### config.mk
export PLATFORM = sky130hd
export DESIGN_NAME = uart_async_mode_channel
export DESIGN_NICKNAME = d
export VERILOG_FILES = /design/src/uart_chan_pkg.sv /design/src/uart_async_mode_channel.sv
export SDC_FILE = /design/constraint.sdc
export NUM_CORES = 1
export LEC_CHECK = 0
export ABC_AREA = 1
export BUFFER_PORTS_ARGS = -buffer_cell sky130_fd_sc_hd__buf_2
export CORE_UTILIZATION = 62
export DETAILED_ROUTE_END_ITERATION = 7
export PLACE_DENSITY = 0.76
export SLEW_MARGIN = 20
export SYNTH_ARGS = -nofsm -noshare
export SYNTH_HDL_FRONTEND = slang
export SYNTH_HIERARCHICAL = 1
export SYNTH_SLANG_ARGS = --single-unit
export TNS_END_PERCENT = 50
### constraint.sdc
create_clock -name core_clk_in -period 17.14 [get_ports core_clk_in]
set_input_delay 4.285 -clock core_clk_in [delete_from_list [all_inputs] [get_ports core_clk_in]]
set_output_delay 4.285 -clock core_clk_in [all_outputs]
set_load 0.1 [all_outputs]
### src/uart_chan_pkg.sv
package uart_chan_pkg;
  // ==========================================
  // register map and fields
  localparam logic [15:0] TB_ADDR = 16'h00a2;
  localparam logic [15:0] RB_ADDR = 16'h00a6;
  localparam int RB_OER = 12;
  localparam int RB_FER = 13;
  localparam int RB_PER = 14;
  localparam int RB_SUM = 15;
  // ==========================================
  // mode codes
  localparam logic [2:0] MODE_OFF = 3'h0;
  localparam logic [2:0] MODE_A7 = 3'h4;
  localparam logic [2:0] MODE_A8 = 3'h5;
  localparam logic [2:0] MODE_A9 = 3'h6;
  // ==========================================
  // timing counts
  localparam logic [3:0] OVS_LAST = 4'hf;
  localparam logic [3:0] OVS_MID = 4'h7;
  localparam logic [4:0] DIV8_LAST = 5'h07;
  localparam logic [4:0] DIV32_LAST = 5'h1f;
  localparam int RX_FIFO_DEPTH = 32;
  localparam int RX_FIFO_AW = 5;
  localparam int RX_ENTRY_W = 11;
  // ==========================================
  // frame sequencer states, gray along the path
  typedef enum logic [2:0] {
    ST_IDLE = 3'h0,
    ST_START = 3'h1,
    ST_DATA = 3'h3,
    ST_PAR = 3'h2,
    ST_STOP = 3'h6
  } line_state_t;
endpackage : uart_chan_pkg

### src/uart_async_mode_channel.sv
`timescale 1ns/1ps
// ==========================================
// receive fifo
module rx_fifo #(
  parameter int WIDTH = 11,
  parameter int DEPTH = 32,
  parameter int AW = 5
) (
  input wire logic core_clk_in,
  input wire logic sys_rst_in,
  input wire logic flush_in,
  input wire logic in_valid_in,
  output logic in_ready_out,
  input wire logic [WIDTH-1:0] in_data_in,
  output logic out_valid_out,
  input wire logic out_ready_in,
  output logic [WIDTH-1:0] out_data_out,
  output logic [AW:0] count_out
);
  typedef struct packed {
    logic [DEPTH-1:0][WIDTH-1:0] mem;
    logic [AW-1:0] wp;
    logic [AW-1:0] rp;
    logic [AW:0] cnt;
  } fifo_t;
  fifo_t st_r;
  fifo_t st_nxt;
  logic push;
  logic pop;

  assign in_ready_out = st_r.cnt != (AW+1)'(DEPTH);
  assign out_valid_out = st_r.cnt != '0;
  assign out_data_out = st_r.mem[st_r.rp];
  assign count_out = st_r.cnt;

  // pointers wrap naturally, so depth must be a power of two
  always_comb
  begin
    st_nxt = st_r;
    push = in_valid_in && in_ready_out;
    pop = out_valid_out && out_ready_in;
    if (push)
    begin
      st_nxt.mem[st_r.wp] = in_data_in;
      st_nxt.wp = st_r.wp + 1'b1;
    end
    if (pop)
      st_nxt.rp = st_r.rp + 1'b1;
    st_nxt.cnt = st_r.cnt + (AW+1)'(push) - (AW+1)'(pop);
    if (flush_in)
    begin
      st_nxt.wp = '0;
      st_nxt.rp = '0;
      st_nxt.cnt = '0;
    end
  end

  always_ff @(posedge core_clk_in or posedge sys_rst_in)
  begin
    if (sys_rst_in)
      st_r <= '0;
    else
      st_r <= st_nxt;
  end
endmodule : rx_fifo

// ==========================================
// asynchronous channel
module uart_async_mode_channel #(
  parameter int FIFO_DEPTH = uart_chan_pkg::RX_FIFO_DEPTH,
  parameter int FIFO_AW = uart_chan_pkg::RX_FIFO_AW
) (
  input wire logic core_clk_in,
  input wire logic sys_rst_in,
  input wire logic [15:0] bus_addr_in,
  input wire logic bus_wr_in,
  input wire logic bus_rd_in,
  input wire logic [1:0] bus_be_in,
  input wire logic [15:0] bus_wdata_in,
  output logic [15:0] bus_rdata_out,
  output logic bus_rvalid_out,
  input wire logic [2:0] serial_mode_field_in,
  input wire logic external_clock_select_in,
  input wire logic stop_two_in,
  input wire logic parity_enable_in,
  input wire logic parity_even_in,
  input wire logic [1:0] count_source_in,
  input wire logic fc_tick_in,
  input wire logic [7:0] bit_rate_divider_in,
  input wire logic open_drain_select_in,
  input wire logic transmit_enable_in,
  input wire logic transmit_enable_wr_in,
  input wire logic receive_enable_in,
  input wire logic tx_pin_select_in,
  input wire logic rx_pin_select_in,
  input wire logic clock_pin_select_in,
  input wire logic rx_port_direction_bit_in,
  input wire logic clk_port_direction_bit_in,
  input wire logic serial_in_pin_in,
  input wire logic transfer_clock_pin_in,
  output logic serial_out_pin_out,
  output logic serial_out_pin_oe_n_out,
  output logic transmit_buffer_empty_flag_out,
  output logic transmit_reg_empty_out,
  output logic receive_complete_flag_out,
  output logic error_sum_out
);
  typedef struct packed {
    logic [4:0] pre;
    logic [7:0] brg;
    logic [2:0] rxs;
    logic [2:0] clks;
    logic rxf;
    logic clkf;
    logic clk_prev;
    uart_chan_pkg::line_state_t tx_st;
    logic [3:0] tph;
    logic [8:0] tb;
    logic tb_full;
    logic halt;
    logic [8:0] tsh;
    logic [3:0] tcnt;
    logic tpar;
    uart_chan_pkg::line_state_t rx_st;
    logic [3:0] rph;
    logic [8:0] rdat;
    logic [3:0] rcnt;
    logic rperr;
    logic rferr;
    logic re_prev;
    logic rx_last;
    logic overrun_error_flag;
    logic so;
    logic so_oe_n;
    logic ti;
    logic txept;
    logic ri;
    logic sum;
    logic [15:0] rdata;
    logic rvalid;
  } core_t;

  core_t st_r;
  core_t n;
  logic x16;
  logic src;
  logic ext_on;
  logic async_on;
  logic rx_line;
  logic tx_end;
  logic samp;
  logic [3:0] nb;
  logic push;
  logic pop;
  logic flush;
  logic [uart_chan_pkg::RX_ENTRY_W-1:0] push_data;
  logic rx_ready;
  logic rx_valid;
  logic [uart_chan_pkg::RX_ENTRY_W-1:0] rx_head;
  logic [FIFO_AW:0] rx_count;

  // data width from mode code
  function automatic logic [3:0] frame_bits(input logic [2:0] m);
    case (m)
      uart_chan_pkg::MODE_A7: frame_bits = 4'h7;
      uart_chan_pkg::MODE_A8: frame_bits = 4'h8;
      default: frame_bits = 4'h9;
    endcase
  endfunction : frame_bits

  function automatic logic is_async(input logic [2:0] m);
    is_async = (m == uart_chan_pkg::MODE_A7) || (m == uart_chan_pkg::MODE_A8)
      || (m == uart_chan_pkg::MODE_A9);
  endfunction : is_async

  // parity over the live payload bits only
  function automatic logic par_calc(input logic [8:0] d, input logic [3:0] w,
    input logic even);
    logic [8:0] m;
    m = (w == 4'h7) ? 9'h07f : (w == 4'h8) ? 9'h0ff : 9'h1ff;
    par_calc = even ? ^(d & m) : ~^(d & m);
  endfunction : par_calc

  rx_fifo #(
    .WIDTH(uart_chan_pkg::RX_ENTRY_W),
    .DEPTH(FIFO_DEPTH),
    .AW(FIFO_AW)
  ) u_rx_fifo (
    .core_clk_in(core_clk_in),
    .sys_rst_in(sys_rst_in),
    .flush_in(flush),
    .in_valid_in(push),
    .in_ready_out(rx_ready),
    .in_data_in(push_data),
    .out_valid_out(rx_valid),
    .out_ready_in(pop),
    .out_data_out(rx_head),
    .count_out(rx_count)
  );

  always_comb
  begin
    n = st_r;
    push = 1'b0;
    pop = 1'b0;
    flush = 1'b0;
    x16 = 1'b0;
    src = 1'b0;
    nb = frame_bits(serial_mode_field_in);
    async_on = is_async(serial_mode_field_in);
    // pin filters: a change counts once stages two and three agree
    n.rxs = {st_r.rxs[1:0], serial_in_pin_in};
    n.clks = {st_r.clks[1:0], transfer_clock_pin_in};
    if (st_r.rxs[1] == st_r.rxs[2])
      n.rxf = st_r.rxs[2];
    if (st_r.clks[1] == st_r.clks[2])
      n.clkf = st_r.clks[2];
    n.clk_prev = st_r.clkf;
    ext_on = clock_pin_select_in && external_clock_select_in
      && !clk_port_direction_bit_in;
    rx_line = (rx_pin_select_in && !rx_port_direction_bit_in) ? st_r.rxf : 1'b1;
    // count source, then divide by n+1 to get the 16x tick
    n.pre = st_r.pre + 5'h01;
    if (external_clock_select_in)
      src = ext_on && st_r.clkf && !st_r.clk_prev;
    else
      case (count_source_in)
        2'h0: src = 1'b1;
        2'h1: src = st_r.pre[2:0] == uart_chan_pkg::DIV8_LAST[2:0];
        2'h2: src = st_r.pre == uart_chan_pkg::DIV32_LAST;
        default: src = fc_tick_in;
      endcase
    if (src)
    begin
      if (st_r.brg == 8'h00)
      begin
        n.brg = bit_rate_divider_in;
        x16 = 1'b1;
      end
      else
        n.brg = st_r.brg - 8'h01;
    end
    // ==========================================
    // transmitter
    if (x16)
      n.tph = st_r.tph + 4'h1;
    tx_end = x16 && (st_r.tph == uart_chan_pkg::OVS_LAST);
    case (st_r.tx_st)
      uart_chan_pkg::ST_IDLE:
      begin
        n.so = 1'b1;
        if (async_on && transmit_enable_in && st_r.tb_full && !st_r.halt)
        begin
          n.tsh = st_r.tb;
          n.tb_full = 1'b0;
          n.tpar = par_calc(st_r.tb, nb, parity_even_in);
          n.tph = 4'h0;
          n.so = 1'b0;
          n.tx_st = uart_chan_pkg::ST_START;
        end
      end
      uart_chan_pkg::ST_START:
        if (tx_end)
        begin
          n.tx_st = uart_chan_pkg::ST_DATA;
          n.tcnt = 4'h0;
          n.so = st_r.tsh[0];
        end
      uart_chan_pkg::ST_DATA:
        if (tx_end)
        begin
          if (st_r.tcnt == nb - 4'h1)
          begin
            n.tcnt = 4'h0;
            n.tx_st = parity_enable_in ? uart_chan_pkg::ST_PAR : uart_chan_pkg::ST_STOP;
            n.so = parity_enable_in ? st_r.tpar : 1'b1;
          end
          else
          begin
            n.tcnt = st_r.tcnt + 4'h1;
            n.tsh = st_r.tsh >> 1;
            n.so = st_r.tsh[1];
          end
        end
      uart_chan_pkg::ST_PAR:
        if (tx_end)
        begin
          n.tx_st = uart_chan_pkg::ST_STOP;
          n.so = 1'b1;
        end
      uart_chan_pkg::ST_STOP:
        if (tx_end)
        begin
          if (stop_two_in && st_r.tcnt == 4'h0)
            n.tcnt = 4'h1;
          else
            n.tx_st = uart_chan_pkg::ST_IDLE;
        end
      default: n.tx_st = uart_chan_pkg::ST_IDLE;
    endcase
    // a fresh enable write releases the halt even if enable already reads 1
    if (transmit_enable_wr_in && transmit_enable_in && async_on)
      n.halt = 1'b0;
    // low byte completes the load, so bit 8 must already be there
    if (bus_wr_in && bus_addr_in == uart_chan_pkg::TB_ADDR)
    begin
      if (bus_be_in[1])
        n.tb[8] = bus_wdata_in[8];
      if (bus_be_in[0])
      begin
        n.tb[7:0] = bus_wdata_in[7:0];
        n.tb_full = 1'b1;
      end
    end
    if (serial_mode_field_in == uart_chan_pkg::MODE_OFF)
    begin
      n.tx_st = uart_chan_pkg::ST_IDLE;
      n.tb_full = 1'b0;
      n.halt = 1'b1;
      n.so = 1'b1;
    end
    n.txept = n.tx_st == uart_chan_pkg::ST_IDLE;
    n.ti = !n.tb_full;
    n.so_oe_n = !tx_pin_select_in || (open_drain_select_in && n.so);
    // ==========================================
    // receiver
    n.re_prev = receive_enable_in;
    n.rx_last = rx_line;
    if (x16)
      n.rph = st_r.rph + 4'h1;
    samp = x16 && (st_r.rph == uart_chan_pkg::OVS_MID);
    case (st_r.rx_st)
      uart_chan_pkg::ST_IDLE:
        if (receive_enable_in && async_on && st_r.rx_last && !rx_line)
        begin
          n.rx_st = uart_chan_pkg::ST_START;
          n.rph = 4'h0;
          n.rperr = 1'b0;
          n.rferr = 1'b0;
        end
      uart_chan_pkg::ST_START:
        if (samp)
        begin
          n.rx_st = rx_line ? uart_chan_pkg::ST_IDLE : uart_chan_pkg::ST_DATA;
          n.rcnt = 4'h0;
        end
      uart_chan_pkg::ST_DATA:
        if (samp)
        begin
          n.rdat[st_r.rcnt] = rx_line;
          if (st_r.rcnt == nb - 4'h1)
          begin
            n.rcnt = 4'h0;
            n.rx_st = parity_enable_in ? uart_chan_pkg::ST_PAR : uart_chan_pkg::ST_STOP;
          end
          else
            n.rcnt = st_r.rcnt + 4'h1;
        end
      uart_chan_pkg::ST_PAR:
        if (samp)
        begin
          n.rperr = rx_line != par_calc(st_r.rdat, nb, parity_even_in);
          n.rx_st = uart_chan_pkg::ST_STOP;
        end
      uart_chan_pkg::ST_STOP:
        if (samp)
        begin
          n.rferr = st_r.rferr || !rx_line;
          if (stop_two_in && st_r.rcnt == 4'h0)
            n.rcnt = 4'h1;
          else
          begin
            n.rx_st = uart_chan_pkg::ST_IDLE;
            push = receive_enable_in;
          end
        end
      default: n.rx_st = uart_chan_pkg::ST_IDLE;
    endcase
    push_data = {n.rperr, n.rferr, st_r.rdat};
    // a full fifo drops the frame and flags overrun
    if (push && !rx_ready)
      n.overrun_error_flag = 1'b1;
    if (!receive_enable_in || !async_on)
      n.rx_st = uart_chan_pkg::ST_IDLE;
    if (st_r.re_prev && !receive_enable_in)
    begin
      flush = 1'b1;
      n.overrun_error_flag = 1'b0;
    end
    // ==========================================
    // register reads
    n.rvalid = bus_rd_in;
    n.rdata = 16'h0000;
    if (bus_rd_in && bus_addr_in == uart_chan_pkg::RB_ADDR)
    begin
      n.rdata[8:0] = rx_head[8:0];
      n.rdata[uart_chan_pkg::RB_OER] = st_r.overrun_error_flag;
      n.rdata[uart_chan_pkg::RB_FER] = rx_valid && rx_head[9];
      n.rdata[uart_chan_pkg::RB_PER] = rx_valid && rx_head[10];
      n.rdata[uart_chan_pkg::RB_SUM] = st_r.overrun_error_flag
        || (rx_valid && (rx_head[9] || rx_head[10]));
      pop = bus_be_in[1] && rx_valid;
    end
    n.ri = (rx_valid && !(pop && rx_count == (FIFO_AW+1)'(1)))
      || (push && rx_ready);
    if (flush)
      n.ri = 1'b0;
    n.sum = n.overrun_error_flag || (rx_valid && (rx_head[9] || rx_head[10]));
  end

  always_ff @(posedge core_clk_in or posedge sys_rst_in)
  begin
    if (sys_rst_in)
    begin
      st_r <= '0;
      st_r.so <= 1'b1;
      st_r.so_oe_n <= 1'b1;
      st_r.ti <= 1'b1;
      st_r.txept <= 1'b1;
      st_r.rxs <= 3'h7;
      st_r.rxf <= 1'b1;
      st_r.rx_last <= 1'b1;
    end
    else
      st_r <= n;
  end

  assign bus_rdata_out = st_r.rdata;
  assign bus_rvalid_out = st_r.rvalid;
  assign serial_out_pin_out = st_r.so;
  assign serial_out_pin_oe_n_out = st_r.so_oe_n;
  assign transmit_buffer_empty_flag_out = st_r.ti;
  assign transmit_reg_empty_out = st_r.txept;
  assign receive_complete_flag_out = st_r.ri;
  assign error_sum_out = st_r.sum;
endmodule : uart_async_mode_channel

# Yosys cells after proc, flatten, opt, wreduce, memory -nomap -nowiden

Cells that the tools add are included.

Logic and storage cells: 300
Output and inout bits: 23
Bits of input ports: 67
Bits in registers: 467

Mux-type cells: 90
$add $sub $neg: 11
Bitwise logic cells: 2
Reduce and logical (&&, ||, !) cells: 79
Equality and inequality tests: 45
Magnitude comparators: 5

Operator list:

| cell                                                             | count |
|---|---|
| 352-bit bitwise mux                                              | 1 |
| 4-bit 2-to-1 mux                                                 | 14 |
| 11-bit binary-select mux with 5-bit select                       | 1 |
| 11-bit demux with 5-bit select                                   | 1 |
| 3-bit 2-to-1 mux                                                 | 15 |
| 9-bit 2-to-1 mux                                                 | 5 |
| 16-bit by 8-bit == test with 1-bit output, second input constant | 2 |
| 1-bit logical AND                                                | 32 |
| 3-bit one-hot mux with 5 select lines                            | 2 |
| 1-bit 2-to-1 mux                                                 | 29 |
| 4-bit one-hot mux with 3 select lines                            | 2 |
| 11-bit 2-to-1 mux                                                | 2 |
| 3-bit != test, second input constant                             | 7 |
| 2-bit != test, second input constant                             | 10 |
| 9-bit AND                                                        | 2 |
| 3-bit == test, second input constant                             | 6 |
| 9-bit one-hot mux with 2 select lines                            | 1 |
| 9-bit XNOR reduction                                             | 2 |
| 9-bit XOR reduction                                              | 2 |
| 4-bit by 1-bit adder with 4-bit output, second input constant    | 4 |
| 16-bit 2-to-1 mux                                                | 1 |
| 5-bit by 1-bit adder with 5-bit output, second input constant    | 3 |
| 7-bit 2-to-1 mux                                                 | 2 |
| 13-bit 2-to-1 mux                                                | 1 |
| other kinds (42)                                                 | 85 |

# Logic depth before layout (Yosys ltp)

Depth after elaboration: 13
Gate-level depth with buffers: 25
Mapped depth without buffers: 24

# Cells and area by module

Netlist, hierarchy kept.

By module, submodules not included:

| module                  | cells each | sequential area each (um^2) | area each (um^2) | times used |
|---|---|---|---|---|
| rx_fifo                 | 2355       | 9208.8                      | 17928.4          | 1 |
| uart_async_mode_channel | 651        | 2488.6                      | 5316.3           | 1 |

# Worst setup path after synthesis

OpenSTA, ideal clock, no wires.

Path type: in2reg
From: input port count_source_in[0]
To: register u_rx_fifo.st_r, in the netlist u_rx_fifo/count_out[4]
Cell stages on the path: 22
Setup slack: 10.374 ns
Arrival: 6.689 ns
Library setup time: 0.078 ns
Cell sequence: inv_1 > nand2_1 > nand3_1 > nand3_1 > nand2_1 > nand2_4 > inv_4 > nand2_1 > nor3_1 > nand2_1 > nor3_1 > nand2_2 > inv_2 > buf_4 > ha_1 > inv_1 > fa_1 > inv_1 > a21oi_1 > o21bai_1 > o21ai_0 > a21oi_1

RTL lines:

| item                 | line                          | source |
|---|---|---|
| start, declared      | uart_async_mode_channel.sv:87 | `input wire logic [1:0] count_source_in,` |
| end signal, assigned | uart_async_mode_channel.sv:63 | `st_r <= st_nxt;` |
| end, declared        | uart_async_mode_channel.sv:26 | `fifo_t st_r;` |

# Worst setup path in the final report

From: input port count_source_in[0]
To: register u_rx_fifo/st_r[29] (netlist name)

Longest elaborated chain between the ends: 8
Elaborated cells between the ends (all ways): 10
Classes of those cells: 2 x eq/ne; 5 x mux; 3 x reduce/logical

RTL lines:

| item                                    | line                           | source |
|---|---|---|
| 2-bit == test (tied with other cells)   | uart_async_mode_channel.sv:227 | `case (count_source_in)` |
| 1-bit one-hot mux with 3 select lines * | uart_async_mode_channel.sv:227 |  |
| 1-bit 2-to-1 mux *                      | uart_async_mode_channel.sv:224 | `if (external_clock_select_in)` |
| 1-bit 2-to-1 mux *                      | uart_async_mode_channel.sv:233 | `if (src)` |
| 1-bit logical AND *                     | uart_async_mode_channel.sv:331 | `samp = x16 && (st_r.rph == uart_chan_pkg::OVS_MID);` |
| 1-bit 2-to-1 mux *                      | uart_async_mode_channel.sv:366 | `if (samp)` |
| 1-bit 2-to-1 mux *                      | uart_async_mode_channel.sv:332 | `case (st_r.rx_st)` |
| named net push                          | uart_async_mode_channel.sv:153 | `logic push;` |
| 1-bit logical AND *                     | uart_async_mode_channel.sv:40  | `push = in_valid_in && in_ready_out;` |

Mark *: on every way through the listed nets, which the timed path passes. The rest lies on a longest branch.
A chain may end at the register's enable or synchronous reset.

==> results.md <==
- Post-DR wirelength/cell: 17.2 um
- Worst IR Drop VDD: 0.0758 mV
- Hold buffer count at cts: 0
- Full die area: 0.0383 mm^2
- First-pass DRT Iterations: 6
- Final Core Density: 67.9%
- Maximum clock frequency: 129 MHz
- # Post-CTS Setup Buffers: 0
- Most common cell on crit path: sky130_fd_sc_hd__nand2_1
- Maximum number of pins on one net before global-route repair: 86
- Crit path depth: 16
- Number of synthesized flops with an enable pin: 0
- Switching component of the power: 523 uW
- CTS clk-pin slew, worst paths: 0.06 ns
- Power share of the clock group: 45.9%
- Port bufs: 79
- Endpoints failing setup: 0
- Cell chosen for the clock root: sky130_fd_sc_hd__clkbuf_16
- Worst slew margin: 22.1%
- Class of the tightest hold or removal check: reg -> reg
- Area contributors post-synth: sky130_fd_sc_hd__dfrtp_1, sky130_fd_sc_hd__nand2_1, sky130_fd_sc_hd__o21ai_0
- Net Sw Frac: 22.7%
- Slew of the pin with the lowest slew margin: 1.16 ns
- Total Routing Usage GR: 32.0%
- Distinct cells, synth: 51
- Worst hold path stage count: 0
- Largest stage delay, worst path: 0.89 ns
- Count of cells along the worst register-to-register path: 18
- Total global routing overflow: 0
- Ys async rst share: 100%
- Worst-path cell chain: buf_2 > inv_1 > nand2_1 > nand3_1 > nand3_1 > nand2_1 > nand2_4 > inv_4 > nand2_1 > nor3_1 > nand2_1 > nor3_1 > nand2_2 > inv_2 > nand4_1 > o21ai_0
- Post-CTS resize count: 0
- First-pass GRT wire length: 96.6 mm
- Classification of the worst setup path: in -> reg
- Mapped cell area: 0.0232 mm^2
- Total power per unit cell area: 92.5 mW/mm^2
- Final WS setup: 9.41 ns
- Number of remaining DRC errors: 0
- Core Box Area: 0.0368 mm^2
- Setup TNS after final layout: 0 ns
- Clock tree sinks: 467
- Arrival time at the worst endpoint: 8.19 ns
- Via Count: 19700
- Total Power Consumption: 2310 uW
- CTS H-Tree Depth: 2
- Layout cell share with drive strength beyond 1: 7.93%
- Cts bufs inserted: 49
- FP Rows: 70
- Layout Area Growth over Synthesis: 7.45%
- Part of the power in combinational logic: 4.5%
- CP required: 17.60 ns
- Vias in the first global route: 18700
- Max Cap Viol: 0
- Post-DR vias/cell: 5.70
- Average instance area after synthesis: 7.73 um^2
- Setup slack at placement: 8.91 ns
- TritonCTS clock tree: built
- Number of top-level pins: 90
- Buffers from clock root to sink, at most: 3
- Largest area contributor in the synthesized netlist: sky130_fd_sc_hd__dfrtp_1
- Cell internal pwr: 1790 uW
- Predominant post-synthesis flop cell: sky130_fd_sc_hd__dfrtp_1
- Sequential share of the synthesized area: 50.3%
- Total number of yosys warnings: 6
- Width of the die: 196 um
- Portion of total power attributed to sequential cells: 49.6%
- Final clock period utilization by the worst path: 45.1%
- Startpoint kind of the worst setup timing path: input port
- Post-synthesis register bit count: 467
- Standard cell with the maximum stage delay on the critical path: sky130_fd_sc_hd__nand4_1
- Initial Util: 63.2%
- Number of antenna violations at the first check in global routing: 0
- Final nets: 3051
- Routed wire length: 59.5 mm
- Slew Limit Fails: 0
- Remaining number of nets flagged by the antenna check after routing: 0
- Number of instances in the synthesized netlist: 3006
- Final number of hold-violating endpoints: 0
- Fraction of synthesized cell area taken by the top area cell type: 49.3%
- Largest fanout of any net on the critical path: 31
- Height of the chip: 196 um
- RSZ-0062 raised after global routing: no
- Status: finished, final reports clean
- Ant diodes: 0
- Final period demand of the worst path: 7.73 ns
- RePlAce Congestion: 0.882
- Iteration-0 DRC count of the detailed router: 2287
- Critical Path End Type: flop
- Worst path bufs/invs: 4
- Gate family responsible for the most delay along the worst path: simple AND/OR/NAND/NOR gates
- Clock latency reported for the late side of the worst-skew pair: 0.58 ns
- Final clock skew: 0.0228 ns
- Static Leak: 0.0117 uW
- Sum of net half-perimeters after detailed placement: 37.0 mm
==> cells in the final DEF (no fill, tap or decap), drive strengths merged, types with 20 or more instances in the layout <==
master     n
nand2   1012
dfrtp    458
o21ai    416
inv      324
nand3    276
nor2     110
buf       99
clkbuf    72
a21oi     49
ha        29
nand4     23
nor3      21
o211ai    20
==> power by group through the flow <==
| stage | Sequential [uW] | Clock (uW) | Combinational, uW |
|---|---|---|---|
| after floorplan | 1170 | 0 | 72.1 |
| final | 1150 | 1060 | 104 |
| after CTS | 1150 | 1080 | 105 |
| after detailed placement | 1160 | 0 | 105 |
| after global routing | 1150 | 1120 | 120 |
| after global placement | 1160 | 0 | 100 |
==> registers in the layout, indices dropped and copies added (netlist names), 5 cells and up <==
signal,flops
u_rx_fifo/st_r,362
n,5
st_r,65
u_rx_fifo/count_out,6
bus_rdata_out,13
push_data,9
==> worst register-to-register path: stages, from the launching register on <==
cell	delay (ns)
sky130_fd_sc_hd__dfrtp_1	0.38
sky130_fd_sc_hd__ha_1	0.19
sky130_fd_sc_hd__nand2_1	0.06
sky130_fd_sc_hd__nor2_1	0.10
sky130_fd_sc_hd__ha_1	0.16
sky130_fd_sc_hd__nand2_1	0.05
sky130_fd_sc_hd__nand3_1	0.06
sky130_fd_sc_hd__nand3_1	0.07
sky130_fd_sc_hd__nand2_1	0.40
sky130_fd_sc_hd__nand2_4	0.19
sky130_fd_sc_hd__inv_4	0.16
sky130_fd_sc_hd__nand2_1	0.10
sky130_fd_sc_hd__nor3_1	0.14
sky130_fd_sc_hd__nand2_1	0.11
sky130_fd_sc_hd__nor3_1	0.38
sky130_fd_sc_hd__nand2_2	0.19
sky130_fd_sc_hd__inv_2	0.50
sky130_fd_sc_hd__nand4_1	0.90
sky130_fd_sc_hd__o21ai_0	0.50
==> metrics by stage <==
stage,cell area [um^2],std cells,hold WS (ns)
floorplan,23300,3008,0.331
global placement,23400,3371,0.336
detailed placement,23400,3371,0.347
CTS,25000,3457,0.354
global route,25000,3457,0.366
finish,25000,3457,0.351
==> metal layers <==
layer | track usage [%] | share of wire [%] | vias up
met5 | 0 | 0 | -
met4 | 13.8 | 3.8 | 0
met3 | 5.51 | 7.9 | 118
met2 | 49.7 | 45 | 779
met1 | 44.5 | 43 | 9427
li1 | - | - | 9389
==> cell usage after synthesis, drive strengths merged (14+ instances only) <==
library cell  number
nand2           1012
nand3            276
buf              122
o21ai            416
ha                29
xor2              14
nor3              21
clkbuf            82
o211ai            20
dfrtp            458
a21oi             49
inv              327
nand4             23
nor2             110
==> worst paths after layout <==
path	from	endpoint	slack [ns]
setup / recovery	count_source_in[0]	u_rx_fifo/st_r[29]	9.41
hold / removal	n[84]	n[85]	0.35
setup reg to reg	st_r[97]	u_rx_fifo/st_r[29]	12.40
hold reg to reg	n[84]	n[85]	0.35
max in group asynchronous	sys_rst_in	u_rx_fifo/st_r[205]	10.15
min in group asynchronous	sys_rst_in	st_r[101]	3.79
==> area by class of cell <==
class	instances	area [um^2]
fill	3067	11800
sequential	467	11700
multi-input combinational	2010	9300
clock buffer	72	1450
inverter	327	1240
tap	468	586
timing repair buffer	99	546
clock inverter	14	148
==> logic make-up (layout without fill, tap and decap cells) <==
group | count (synthesis) | count (layout) | synth area share [%]
AOI/OAI and AO/OA | 497 | 497 | 11.1
xor gates and xnor gates | 23 | 23 | 0.867
adders and majority gates | 32 | 32 | 1.73
buffers and inverters | 531 | 512 | 9.71
DFF | 467 | 467 | 50.3
other | 1 | 3 | 0.0161
and+or+nand+nor | 1455 | 1455 | 26.2
Note: power is estimated with default switching activity, not from simulation.
